<file path="config.mk">
export PLATFORM = sky130hd
export DESIGN_NAME = iulf_top
export DESIGN_NICKNAME = d
export VERILOG_FILES = /design/src/iulf_pkg.sv /design/src/iulf_top.sv
export SDC_FILE = /design/constraint.sdc
export NUM_CORES = 1
export LEC_CHECK = 0
export BUFFER_PORTS_ARGS = -buffer_cell sky130_fd_sc_hd__clkbuf_2
export CAP_MARGIN = 15
export CELL_PAD_IN_SITES_DETAIL_PLACEMENT = 0
export CELL_PAD_IN_SITES_GLOBAL_PLACEMENT = 1
export CORE_MARGIN = 2
export CORE_UTILIZATION = 48
export DETAILED_ROUTE_END_ITERATION = 16
export PLACE_DENSITY_LB_ADDON = 0.1
export SLEW_MARGIN = 20
export SYNTH_ARGS = -nofsm -noshare
export SYNTH_HDL_FRONTEND = slang
export SYNTH_SLANG_ARGS = --single-unit
</file>
<file path="constraint.sdc">
create_clock -name core_clk_i -period 6.2 [get_ports core_clk_i]
set_clock_uncertainty 0.05 [all_clocks]
set_input_delay 1.24 -clock core_clk_i [delete_from_list [all_inputs] [get_ports core_clk_i]]
set_output_delay 1.24 -clock core_clk_i [all_outputs]
set_load 0.1 [all_outputs]
</file>
<file path="src/iulf_pkg.sv">
// Constants and types for the input undervoltage fault response block.
// Assumes a management controller that decodes bus commands on the same clock.
// Function
// - Keep a host-programmable 16-bit low-input fault threshold in linear volts format.
// - Action bits 7:6 equal 00: keep running without interruption.
// - Action 01: keep running for delay multiplier times one time unit.
// - Action 01: if still low after the delay, follow the retry count.
// - Action 10: disable output at once, then follow the retry count.
// - Action 11: disable output until a permitted clearing event.
// - Latched fault clears on bit clear, CLEAR_FAULTS or reset.
// - Latched fault also clears when output is commanded off then on.
// - Retry bits 5:3 equal 000: no restart, output stays off until cleared.
// - Retry 001 to 110: that many restarts, then stay off until cleared.
// - Restart attempts start one delay multiplier times time unit apart.
// - Retry 111: retry forever until commanded off or another fault.
// - Bits 2:0 give 2 to the n units, for ride-through and spacing.
// - Time unit length comes from the separate 0xD2 configuration register; this block takes it from the time_unit_cycles_i input.
package iulf_pkg;

  localparam logic [7:0] CMD_THRESHOLD    = 8'h59;
  localparam logic [7:0] CMD_ACTION       = 8'h5A;
  localparam logic [7:0] CMD_TIME_UNIT    = 8'hD2;

  localparam int ACT_MODE_HI  = 7;
  localparam int ACT_MODE_LO  = 6;
  localparam int ACT_RETRY_HI = 5;
  localparam int ACT_RETRY_LO = 3;
  localparam int ACT_DELAY_HI = 2;
  localparam int ACT_DELAY_LO = 0;

  localparam logic [1:0] MODE_IGNORE  = 2'h0;
  localparam logic [1:0] MODE_RIDE    = 2'h1;
  localparam logic [1:0] MODE_RETRY   = 2'h2;
  localparam logic [1:0] MODE_LATCH   = 2'h3;

  localparam logic [2:0] RETRY_NONE   = 3'h0;
  localparam logic [2:0] RETRY_FOREVER = 3'h7;

  // Linear format: 5-bit signed exponent over 11-bit signed mantissa
  localparam int LIN_MANT_W = 11;
  localparam int LIN_VAL_W  = 48;

  localparam logic [15:0] THRESHOLD_RST = 16'h0000;
  localparam logic [7:0]  ACTION_RST    = 8'h80;

  typedef enum logic [2:0] {
    S_OFF,
    S_RUN,
    S_RIDE,
    S_WAIT,
    S_LATCH
  } iulf_state_t;

  typedef struct packed {
    iulf_state_t st;
    logic [15:0] thr;
    logic [7:0]  act;
    logic [15:0] sub;
    logic [7:0]  units;
    logic [2:0]  tries;
    logic        out_en;
    logic        flag;
    logic [15:0] rdata;
    logic        rvalid;
    logic        rack;
  } iulf_regs_t;

endpackage

</file>
<file path="src/iulf_top.sv">
// Input undervoltage fault detection and response state machine.
// Assumes command, measurement and control inputs come from logic on core_clk_i.
`timescale 1ns/1ps
`default_nettype none

module iulf_top
  import iulf_pkg::*;
(
  // Clock and reset
  input  wire logic        core_clk_i,
  input  wire logic        resetn_i,
  // Command port
  input  wire logic        cmd_valid_i,
  input  wire logic        cmd_write_i,
  input  wire logic [7:0]  cmd_code_i,
  input  wire logic [15:0] cmd_wdata_i,
  output logic [15:0]      cmd_rdata_o,
  output logic             cmd_rvalid_o,
  output logic             cmd_ack_o,
  // Fault clearing and control
  input  wire logic        clear_faults_i,
  input  wire logic        clear_status_bit_i,
  input  wire logic        output_on_cmd_i,
  input  wire logic        other_fault_i,
  // Measurement and timing
  input  wire logic [15:0] vin_meas_i,
  input  wire logic [15:0] time_unit_cycles_i,
  // Status
  output logic             output_enable_o,
  output logic             uv_fault_flag_o
);

  ////////////////////////////////////////////////////////////////////////////
  // Reset release through two flops

  logic [1:0] rst_sync_q;
  logic       rst_n;

  always_ff @(posedge core_clk_i or negedge resetn_i) begin
    if (!resetn_i) begin
      rst_sync_q <= 2'h0;
    end else begin
      rst_sync_q <= {rst_sync_q[0], 1'b1};
    end
  end

  assign rst_n = rst_sync_q[1];

  ////////////////////////////////////////////////////////////////////////////
  // Linear format to fixed point, mantissa scaled by 2^(exp+16)

  function automatic logic signed [LIN_VAL_W-1:0] lin_to_fix(input logic [15:0] v);
    logic signed [LIN_VAL_W-1:0] m;
    logic [4:0]                  sh;
    m  = LIN_VAL_W'($signed(v[LIN_MANT_W-1:0]));
    sh = {~v[15], v[14:LIN_MANT_W]};
    return m <<< sh;
  endfunction

  ////////////////////////////////////////////////////////////////////////////
  // State

  iulf_regs_t r_q;
  iulf_regs_t r_d;

  logic       uv;
  logic       clr_req;
  logic [1:0] mode;
  logic [2:0] retries;
  logic [7:0] units_m1;
  logic [15:0] unit_m1;
  logic       delay_done;

  always_comb begin
    uv       = lin_to_fix(vin_meas_i) < lin_to_fix(r_q.thr);
    clr_req  = clear_faults_i | clear_status_bit_i;
    mode     = r_q.act[ACT_MODE_HI:ACT_MODE_LO];
    retries  = r_q.act[ACT_RETRY_HI:ACT_RETRY_LO];
    units_m1 = 8'((8'h01 << r_q.act[ACT_DELAY_HI:ACT_DELAY_LO]) - 8'h01);
    // Zero unit treated as one cycle so the delay always ends
    unit_m1  = (time_unit_cycles_i == 16'h0000) ? 16'h0000
                                                : 16'(time_unit_cycles_i - 16'h0001);
    delay_done = (r_q.sub >= unit_m1) && (r_q.units == units_m1);
  end

  always_comb begin
    r_d        = r_q;
    r_d.rvalid = 1'b0;

    // Command handling
    if (cmd_valid_i) begin
      r_d.rack = 1'b1;
      if (cmd_write_i) begin
        case (cmd_code_i)
          CMD_THRESHOLD: r_d.thr = cmd_wdata_i;
          CMD_ACTION:    r_d.act = cmd_wdata_i[7:0];
          default:       r_d.rack = 1'b0;
        endcase
      end else begin
        r_d.rvalid = 1'b1;
        case (cmd_code_i)
          CMD_THRESHOLD: r_d.rdata = r_q.thr;
          CMD_ACTION:    r_d.rdata = {8'h00, r_q.act};
          default: begin
            r_d.rdata = 16'h0000;
            r_d.rack  = 1'b0;
          end
        endcase
      end
    end

    // Status flag: a new fault wins over a clear in the same cycle
    if (clr_req) begin
      r_d.flag = 1'b0;
    end
    if (uv) begin
      r_d.flag = 1'b1;
    end

    // Delay counter, shared by ride-through and retry spacing
    if (r_q.st == S_RIDE || r_q.st == S_WAIT) begin
      if (delay_done) begin
        r_d.sub   = 16'h0000;
        r_d.units = 8'h00;
      end else if (r_q.sub >= unit_m1) begin
        r_d.sub   = 16'h0000;
        r_d.units = 8'(r_q.units + 8'h01);
      end else begin
        r_d.sub = 16'(r_q.sub + 16'h0001);
      end
    end else begin
      r_d.sub   = 16'h0000;
      r_d.units = 8'h00;
    end

    case (r_q.st)
      S_OFF: begin
        r_d.out_en = 1'b0;
        r_d.tries  = 3'h0;
        if (output_on_cmd_i && !other_fault_i) begin
          r_d.st     = S_RUN;
          r_d.out_en = 1'b1;
        end
      end
      S_RUN: begin
        if (uv) begin
          case (mode)
            MODE_IGNORE: r_d.st = S_RUN;
            MODE_RIDE:   r_d.st = S_RIDE;
            MODE_RETRY: begin
              r_d.out_en = 1'b0;
              r_d.tries  = 3'h0;
              r_d.st     = (retries == RETRY_NONE) ? S_LATCH : S_WAIT;
            end
            default: begin
              r_d.out_en = 1'b0;
              r_d.st     = S_LATCH;
            end
          endcase
        end
      end
      S_RIDE: begin
        if (delay_done) begin
          if (uv) begin
            r_d.out_en = 1'b0;
            r_d.tries  = 3'h0;
            r_d.st     = (retries == RETRY_NONE) ? S_LATCH : S_WAIT;
          end else begin
            r_d.st = S_RUN;
          end
        end
      end
      S_WAIT: begin
        r_d.out_en = 1'b0;
        if (delay_done) begin
          if (!uv) begin
            r_d.out_en = 1'b1;
            r_d.st     = S_RUN;
          end else if (retries != RETRY_FOREVER) begin
            r_d.tries = 3'(r_q.tries + 3'h1);
            if (3'(r_q.tries + 3'h1) >= retries) begin
              r_d.st = S_LATCH;
            end
          end
        end
      end
      S_LATCH: begin
        r_d.out_en = 1'b0;
        if (clr_req) begin
          r_d.out_en = 1'b1;
          r_d.st     = S_RUN;
        end
      end
      default: begin
        r_d.out_en = 1'b0;
        r_d.st     = S_OFF;
      end
    endcase

    // Off command or another fault stops every response, retries included
    if (!output_on_cmd_i || other_fault_i) begin
      r_d.out_en = 1'b0;
      r_d.st     = S_OFF;
    end
  end

  always_ff @(posedge core_clk_i or negedge rst_n) begin
    if (!rst_n) begin
      r_q        <= '0;
      r_q.st     <= S_OFF;
      r_q.thr    <= THRESHOLD_RST;
      r_q.act    <= ACTION_RST;
    end else begin
      r_q <= r_d;
    end
  end

  assign cmd_rdata_o     = r_q.rdata;
  assign cmd_rvalid_o    = r_q.rvalid;
  assign cmd_ack_o       = r_q.rack;
  assign output_enable_o = r_q.out_en;
  assign uv_fault_flag_o = r_q.flag;

  ////////////////////////////////////////////////////////////////////////////
  // Assertions

  logic run_ok;
  assign run_ok = output_on_cmd_i && !other_fault_i;

  flag_set_a: assert property (@(posedge core_clk_i) disable iff (!rst_n)
    uv |=> uv_fault_flag_o) else $error("fault flag not set on low input");
  ignore_on_a: assert property (@(posedge core_clk_i) disable iff (!rst_n)
    (r_q.st == S_RUN && mode == MODE_IGNORE && run_ok) |=> output_enable_o)
    else $error("ignore mode dropped output");
  ride_on_a: assert property (@(posedge core_clk_i) disable iff (!rst_n)
    (r_q.st == S_RUN && uv && mode == MODE_RIDE && run_ok) |=> (r_q.st == S_RIDE)[*2]
    or (r_q.st == S_RIDE ##1 r_q.st != S_RIDE)) else $error("ride-through not entered");
  ride_out_a: assert property (@(posedge core_clk_i) disable iff (!rst_n)
    (r_q.st == S_RIDE && delay_done && uv && run_ok) |=> !output_enable_o)
    else $error("output kept after ride-through");
  retry_off_a: assert property (@(posedge core_clk_i) disable iff (!rst_n)
    (r_q.st == S_RUN && uv && mode == MODE_RETRY) |=> !output_enable_o)
    else $error("output not disabled at once");
  latch_go_a: assert property (@(posedge core_clk_i) disable iff (!rst_n)
    (r_q.st == S_RUN && uv && mode == MODE_LATCH && run_ok) |=> r_q.st == S_LATCH)
    else $error("latch not entered");
  latch_hold_a: assert property (@(posedge core_clk_i) disable iff (!rst_n)
    (r_q.st == S_LATCH && !clr_req && run_ok) |=> r_q.st == S_LATCH && !output_enable_o)
    else $error("latched fault left without clear");
  off_cmd_a: assert property (@(posedge core_clk_i) disable iff (!rst_n)
    !output_on_cmd_i |=> r_q.st == S_OFF && !output_enable_o)
    else $error("off command ignored");
  // Judged on entry only: the host may rewrite the retry field while waiting
  no_retry_a: assert property (@(posedge core_clk_i) disable iff (!rst_n)
    (r_q.st == S_WAIT && $past(r_q.st) != S_WAIT) |-> $past(retries) != RETRY_NONE)
    else $error("retry with code zero");
  tries_bound_a: assert property (@(posedge core_clk_i) disable iff (!rst_n)
    (r_q.st == S_WAIT && retries != RETRY_FOREVER) |-> r_q.tries < retries)
    else $error("too many restart attempts");
  thr_read_a: assert property (@(posedge core_clk_i) disable iff (!rst_n)
    (cmd_valid_i && !cmd_write_i && cmd_code_i == CMD_THRESHOLD)
    |=> cmd_rvalid_o && cmd_rdata_o == $past(r_q.thr)) else $error("threshold read wrong");

  latch_c: cover property (@(posedge core_clk_i) disable iff (!rst_n)
    r_q.st == S_WAIT ##1 r_q.st == S_LATCH);
  restart_c: cover property (@(posedge core_clk_i) disable iff (!rst_n)
    r_q.st == S_WAIT ##1 r_q.st == S_RUN);
  ride_back_c: cover property (@(posedge core_clk_i) disable iff (!rst_n)
    r_q.st == S_RIDE ##1 r_q.st == S_RUN);

endmodule

`default_nettype wire

</file>
# [Word-level counts from Yosys, hierarchy flattened]
# Index checks and enable logic that the tools add are counted.
[totals] ff_bits=76 out_inout_bits=20
[classes] n_shift=3 reduce_logical=20 add_sub_neg=5 eq_ne=27 n_mux=38 order_cmp=3 bitwise_logic=4
[ops] cell="$sshl 11x5->48" count=2
[ops] cell="$lt 48x48->1" count=1
[ops] cell="$mux 24" count=2
[ops] cell="$mux 3" count=14
[ops] cell="$mux 16" count=2
[ops] cell="$pmux 16 s2" count=1
[ops] cell="$ne 3x3->1 const B" count=6
[ops] cell="$add 16x1->16 const B" count=1
[ops] cell="$eq 8x7->1 const B" count=2
[ops] cell="$ge 16x16->1" count=1
[ops] cell="$logic_not 16->1" count=1
[ops] cell="$mux 4" count=4
[ops] cell="$sub 16x1->16 const B" count=1
[ops] cell="$pmux 3 s5" count=1
[ops] cell="$pmux 3 s4" count=1
[ops] cell="$ne 2x2->1 const B" count=5
[ops] cell="$mux 1" count=9
[ops] cell="$ne 3x2->1 const B" count=3
[ops] cell="$pmux 3 s3" count=1
[ops] cell="$add 8x1->8 const B" count=1
[ops] cell="$eq 8x8->1" count=1
[ops] cell="$mux 8" count=1
[ops] cell="$ne 4x2->1 const B" count=2
[ops] cell="$reduce_and 8->1" count=1
[ops] cell="26 further kinds" count=36

# [Depth between registers and ports, before layout]
[logic_depth] depth_word=8 mapped_depth=18 depth_no_buf=17

# [Least setup slack after synthesis]
# Ideal clock, no wire load.
[synth_path] path_kind="input port to flip-flop" startpoint="input port vin_meas_i[11]" endpoint="register r_q[72] in the netlist's numbering" setup_slack_ns=0.861 t_required_ns=6.028 arrival_time_ns=5.168 stages=17 path_buffers=2 path_cell_list="clkbuf_1 > clkbuf_1 > mux2i_1 > nand2_1 > o31a_1 > a21oi_1 > o21a_1 > o22ai_1 > ha_1 > a211oi_2 > o211ai_1 > o221a_2 > o31a_1 > o41ai_4 > mux2_4 > and3_1 > a32o_1"
[synth_via] elab_chain_cells=6 elab_cells_between_ends=12 classes_between="order compare (1); eq/ne (3); shift (1); mux (6); reduce/logical (1)"
[synth_lines] element="start: declaration" line_no="iulf_top.sv:26" text="input wire logic [15:0] vin_meas_i,"
[synth_lines] element="$sshl 11x5->48 (*)" line_no="iulf_top.sv:57" text="return m <<< sh;"
[synth_lines] element="$lt 48x48->1 (*)" line_no="iulf_top.sv:75" text="uv = lin_to_fix(vin_meas_i) < lin_to_fix(r_q.thr);"
[synth_lines] element="$mux 3, on equally long branches" line_no="iulf_top.sv:176, iulf_top.sv:164"
[synth_lines] element="$mux 3, on equally long branches" line_no="iulf_top.sv:175, iulf_top.sv:163"
[synth_lines] element="$pmux 3 s5" line_no="iulf_top.sv:136" text="case (r_q.st)"
[synth_lines] element="$mux 3" line_no="iulf_top.sv:201" text="if (!output_on_cmd_i || other_fault_i) begin"
[synth_lines] element="end signal: assignment" line_no="iulf_top.sv:214" text="r_q <= r_d;"
[synth_lines] element="end: declaration" line_no="iulf_top.sv:63" text="iulf_regs_t r_q;"
# Every way passes the cells marked *; elsewhere a longest branch is shown, timed or not. The select of a mux whose other input is x is not followed.
# A chain may end at the register's enable or synchronous reset.

# [Final worst setup path]
# Ends and elaborated chain as after synthesis.

==> summary.md <==
| Metric | Value |
|---|---|
| Status | `finished, final reports clean` |
| CTS tree | `done` |
| Reg2Reg Setup Slack | `1190 ps` |
| Logic pwr share | `0.251` |
| Worst IR Drop VDD | `0.147 mV` |
| Most common cell in the netlist | `nand2_1` |
| Area delta synth->final | `9.13%` |
| FMAX | `0.191 GHz` |
| Slew @ Worst Pin | `990 ps` |
| Mapped Avg Cell Area | `8.00 sq um` |
| Wirelength per Cell | `17.1 microns` |
| Syn Nets | `1019` |
| Synth top cells by count | `nand2_1 (132), nor2_1 (85), o21ai_0 (77)` |
| CTS clk-pin slew, worst paths | `60 ps` |
| Leading cell types by total area after synthesis | `dfrtp_1 (26%), ha_1 (11%), nand2_1 (7.0%)` |
| RSZ-0062 raised after global routing | `false` |
| GRT overflow | `0` |
| Sink Count | `76` |
| First-pass GRT wire length | `31400 microns` |
| Htree depth | `3` |
| Initial antenna violation count | `0` |
| First-pass detailed-route iteration total | `6` |
| Maxcap violations | `0` |
| Final worst slack | `972 ps` |
| Clock latency on the worst-skew pair | `340 ps` |
| Port-buffer cells | `83` |
| Final min period | `5230 ps` |
| IO Count | `84` |
| Slew HR | `0.340` |
| Clock power frac | `0.367` |
| Tcrit/Tclk final | `0.843` |
| Sw Share | `0.336` |
| Root Driver | `clkbuf_16` |
| Register area share after synthesis | `0.267` |
| Post-DRT Antenna Nets | `0` |
| Post-CTS sizing | `0` |
| Number of global-route vias before repair | `6296` |
| Worst slack at placement | `679 ps` |
| Number of buffers on the longest clock path | `2` |
| Crit Path Category | `input port to flop` |
| Starting density of the core | `0.490` |
| WP buf/inv | `1` |
| Register share of total power | `0.382` |
| DR DRC count | `0` |
| Critical-path top delay cell | `o41ai_4` |
| Synth warnings | `0` |
| Flop and latch count out of synthesis | `76` |
| P_leak | `3.63 nW` |
| Initial DRC Count | `539` |
| Setup bufs post-CTS | `0` |
| Fin. max-slew vios | `0` |
| Net Switching | `0.461 mW` |
| CP Max Fanout | `17` |
| Final Wtd Congestion | `0.986` |
| Total GRT Usage | `0.241` |
| Delay-heaviest family, CP | `compound AO/OA/AOI/OAI gates` |
| Detailed Place HPWL | `14900 microns` |
| CP required | `6380 ps` |
| CP Cell Sequence | `clkbuf_2 > mux2i_1 > a21oi_1 > nand2_1 > o21ai_0 > mux2_2 > a22o_1 > ha_1 > nand4_1 > o211ai_1 > o221a_2 > o31a_1 > o41ai_4 > mux2_4 > and3_1 > a32o_1` |
| Main synth FF type | `dfrtp_1` |
| Setup tns final | `0 ps` |
| DP Cell Count | `1097` |
| CP startpoint kind | `input port` |
| Top cell type's share of synthesized area | `0.263` |
| Crit. End Element | `flop` |
| Core Region | `14500 sq um` |
| Diodes inserted | `0` |
| Die W | `126 microns` |
| Drt total wl | `19100 microns` |
| Share of cells above drive strength 1 | `0.161` |
| DIE HEIGHT | `126 microns` |
| Crit path largest cell delay | `630 ps` |
| Via Count | `6581` |
| Non-filler cells, final | `1113` |
| Post-Syn Area | `7120 sq um` |
| Post-Syn Instances | `890` |
| Fill cell count | `1409` |
| Fin nets | `1053` |
| Pwr dens | `176 nW/um^2` |
| Num CTS Buffers | `9` |
| Final hold viol count | `0` |
| Hold-fix buffers at CTS | `0` |
| Vias/cell | `5.91` |
| Die area | `15800 sq um` |
| Number of synthesized flops with an enable pin | `0` |
| Yosys cell types | `69` |
| Setup Viol. Count Final | `0` |
| Synth async-reset ratio | `1.00` |
| Site Rows | `44` |
| Cell-internal power | `0.910 mW` |
| Post-synth top area cell | `dfrtp_1` |
| Largest net degree at the start of global routing | `75` |
| Data arrival time of the critical path | `5400 ps` |
| Min-Delay Path Class | `flop to flop` |
metrics by stage:
stage	util	hold slack (ps)	power [mW]	instance area (sq um)
4_1_cts	0.535	305	1.38	7770
5_1_grt	0.535	306	1.45	7770
3_3_place_gp	0.515	287	0.864	7490
2_1_floorplan	-	281	0.772	7120
6_report	0.535	299	1.37	7770
3_5_place_dp	0.515	289	0.872	7490
cell families after synthesis:
kind of cell / Yosys count / share of synthesized area
xor gates and xnor gates: 36 / 0.0443
AOI/OAI and AO/OA: 231 / 0.208
other: 1 / 0.000526
buffers and inverters: 86 / 0.0560
muxes: 62 / 0.0936
and+or+nand+nor: 333 / 0.217
DFF: 76 / 0.267
adders and majority gates: 65 / 0.114
cell type report:
class | instances | area, sq um | area share
Timing Repair Buffer | 87 | 445 | 0.0573
Multi-Input combinational cell | 728 | 4830 | 0.621
Clock inverter | 7 | 60.1 | 0.00772
Inverter | 22 | 82.6 | 0.0106
Sequential cell | 76 | 1900 | 0.245
Clock buffer | 9 | 225 | 0.0290
Tap cell | 184 | 230 | 0.0296
state kept, by name, summed over array words and instances, names as in the netlist:
signal / flops
cmd_ack_o: 1
cmd_rdata_o: 16
cmd_rvalid_o: 1
mode: 2
output_enable_o: 1
r_q: 52
rst_sync_q: 2
uv_fault_flag_o: 1
power groups by stage:
stage | sequential, mW | combinational (mW) | clock, mW
detailed placement | 0.533 | 0.339 | 0
floorplan | 0.544 | 0.229 | 0
global route | 0.526 | 0.384 | 0.535
finish | 0.524 | 0.344 | 0.503
global placement | 0.533 | 0.331 | 0
CTS | 0.524 | 0.340 | 0.516
metal layers:
metal | global-route usage | wire, microns | vias to the layer above
met5 | 0 | 0 | -
met4 | 0.0433 | 177 | 0
met3 | 0.0310 | 960 | 15
met2 | 0.399 | 8940 | 184
met1 | 0.343 | 9010 | 3133
li1 | - | - | 3249
placed cells by master (no fill, tap or decap), drive strengths merged, types with 4 or more instances in the layout:
master,count
clkbuf,92
a31oi,7
mux2i,37
nor4b,4
nand3,22
a22oi,16
nor3,14
or2,8
and2,6
a21o,13
nor4,8
a21oi,47
o21a,6
nor3b,4
nand4,14
a21boi,6
o21bai,8
o31a,6
nand2b,10
o22ai,9
nand2,133
a211oi,4
o211ai,6
buf,4
nor2,85
mux2,24
xnor2,13
nor2b,7
ha,65
dfrtp,75
and3,10
inv,24
o21ai,77
xor2,23
worst paths after layout:
| kind | to | depth (start not counted) | start |
|---|---|---|---|
| max in group asynchronous | cmd_rdata_o[14]$_DFFE_PN0P_ | 1 | rst_sync_q[1]$_DFF_PN0_ |
| max | r_q[72]$_DFFE_PN0P_ | 16 | vin_meas_i[11] |
| max reg2reg | r_q[72]$_DFFE_PN0P_ | 14 | r_q[68]$_DFFE_PN0P_ |
| min | rst_sync_q[1]$_DFF_PN0_ | 0 | rst_sync_q[0]$_DFF_PN0_ |
| min reg2reg | rst_sync_q[1]$_DFF_PN0_ | 0 | rst_sync_q[0]$_DFF_PN0_ |
| min in group asynchronous | uv_fault_flag_o$_DFFE_PN0P_ | 1 | rst_sync_q[1]$_DFF_PN0_ |
Power figures use the tool's default switching activity.
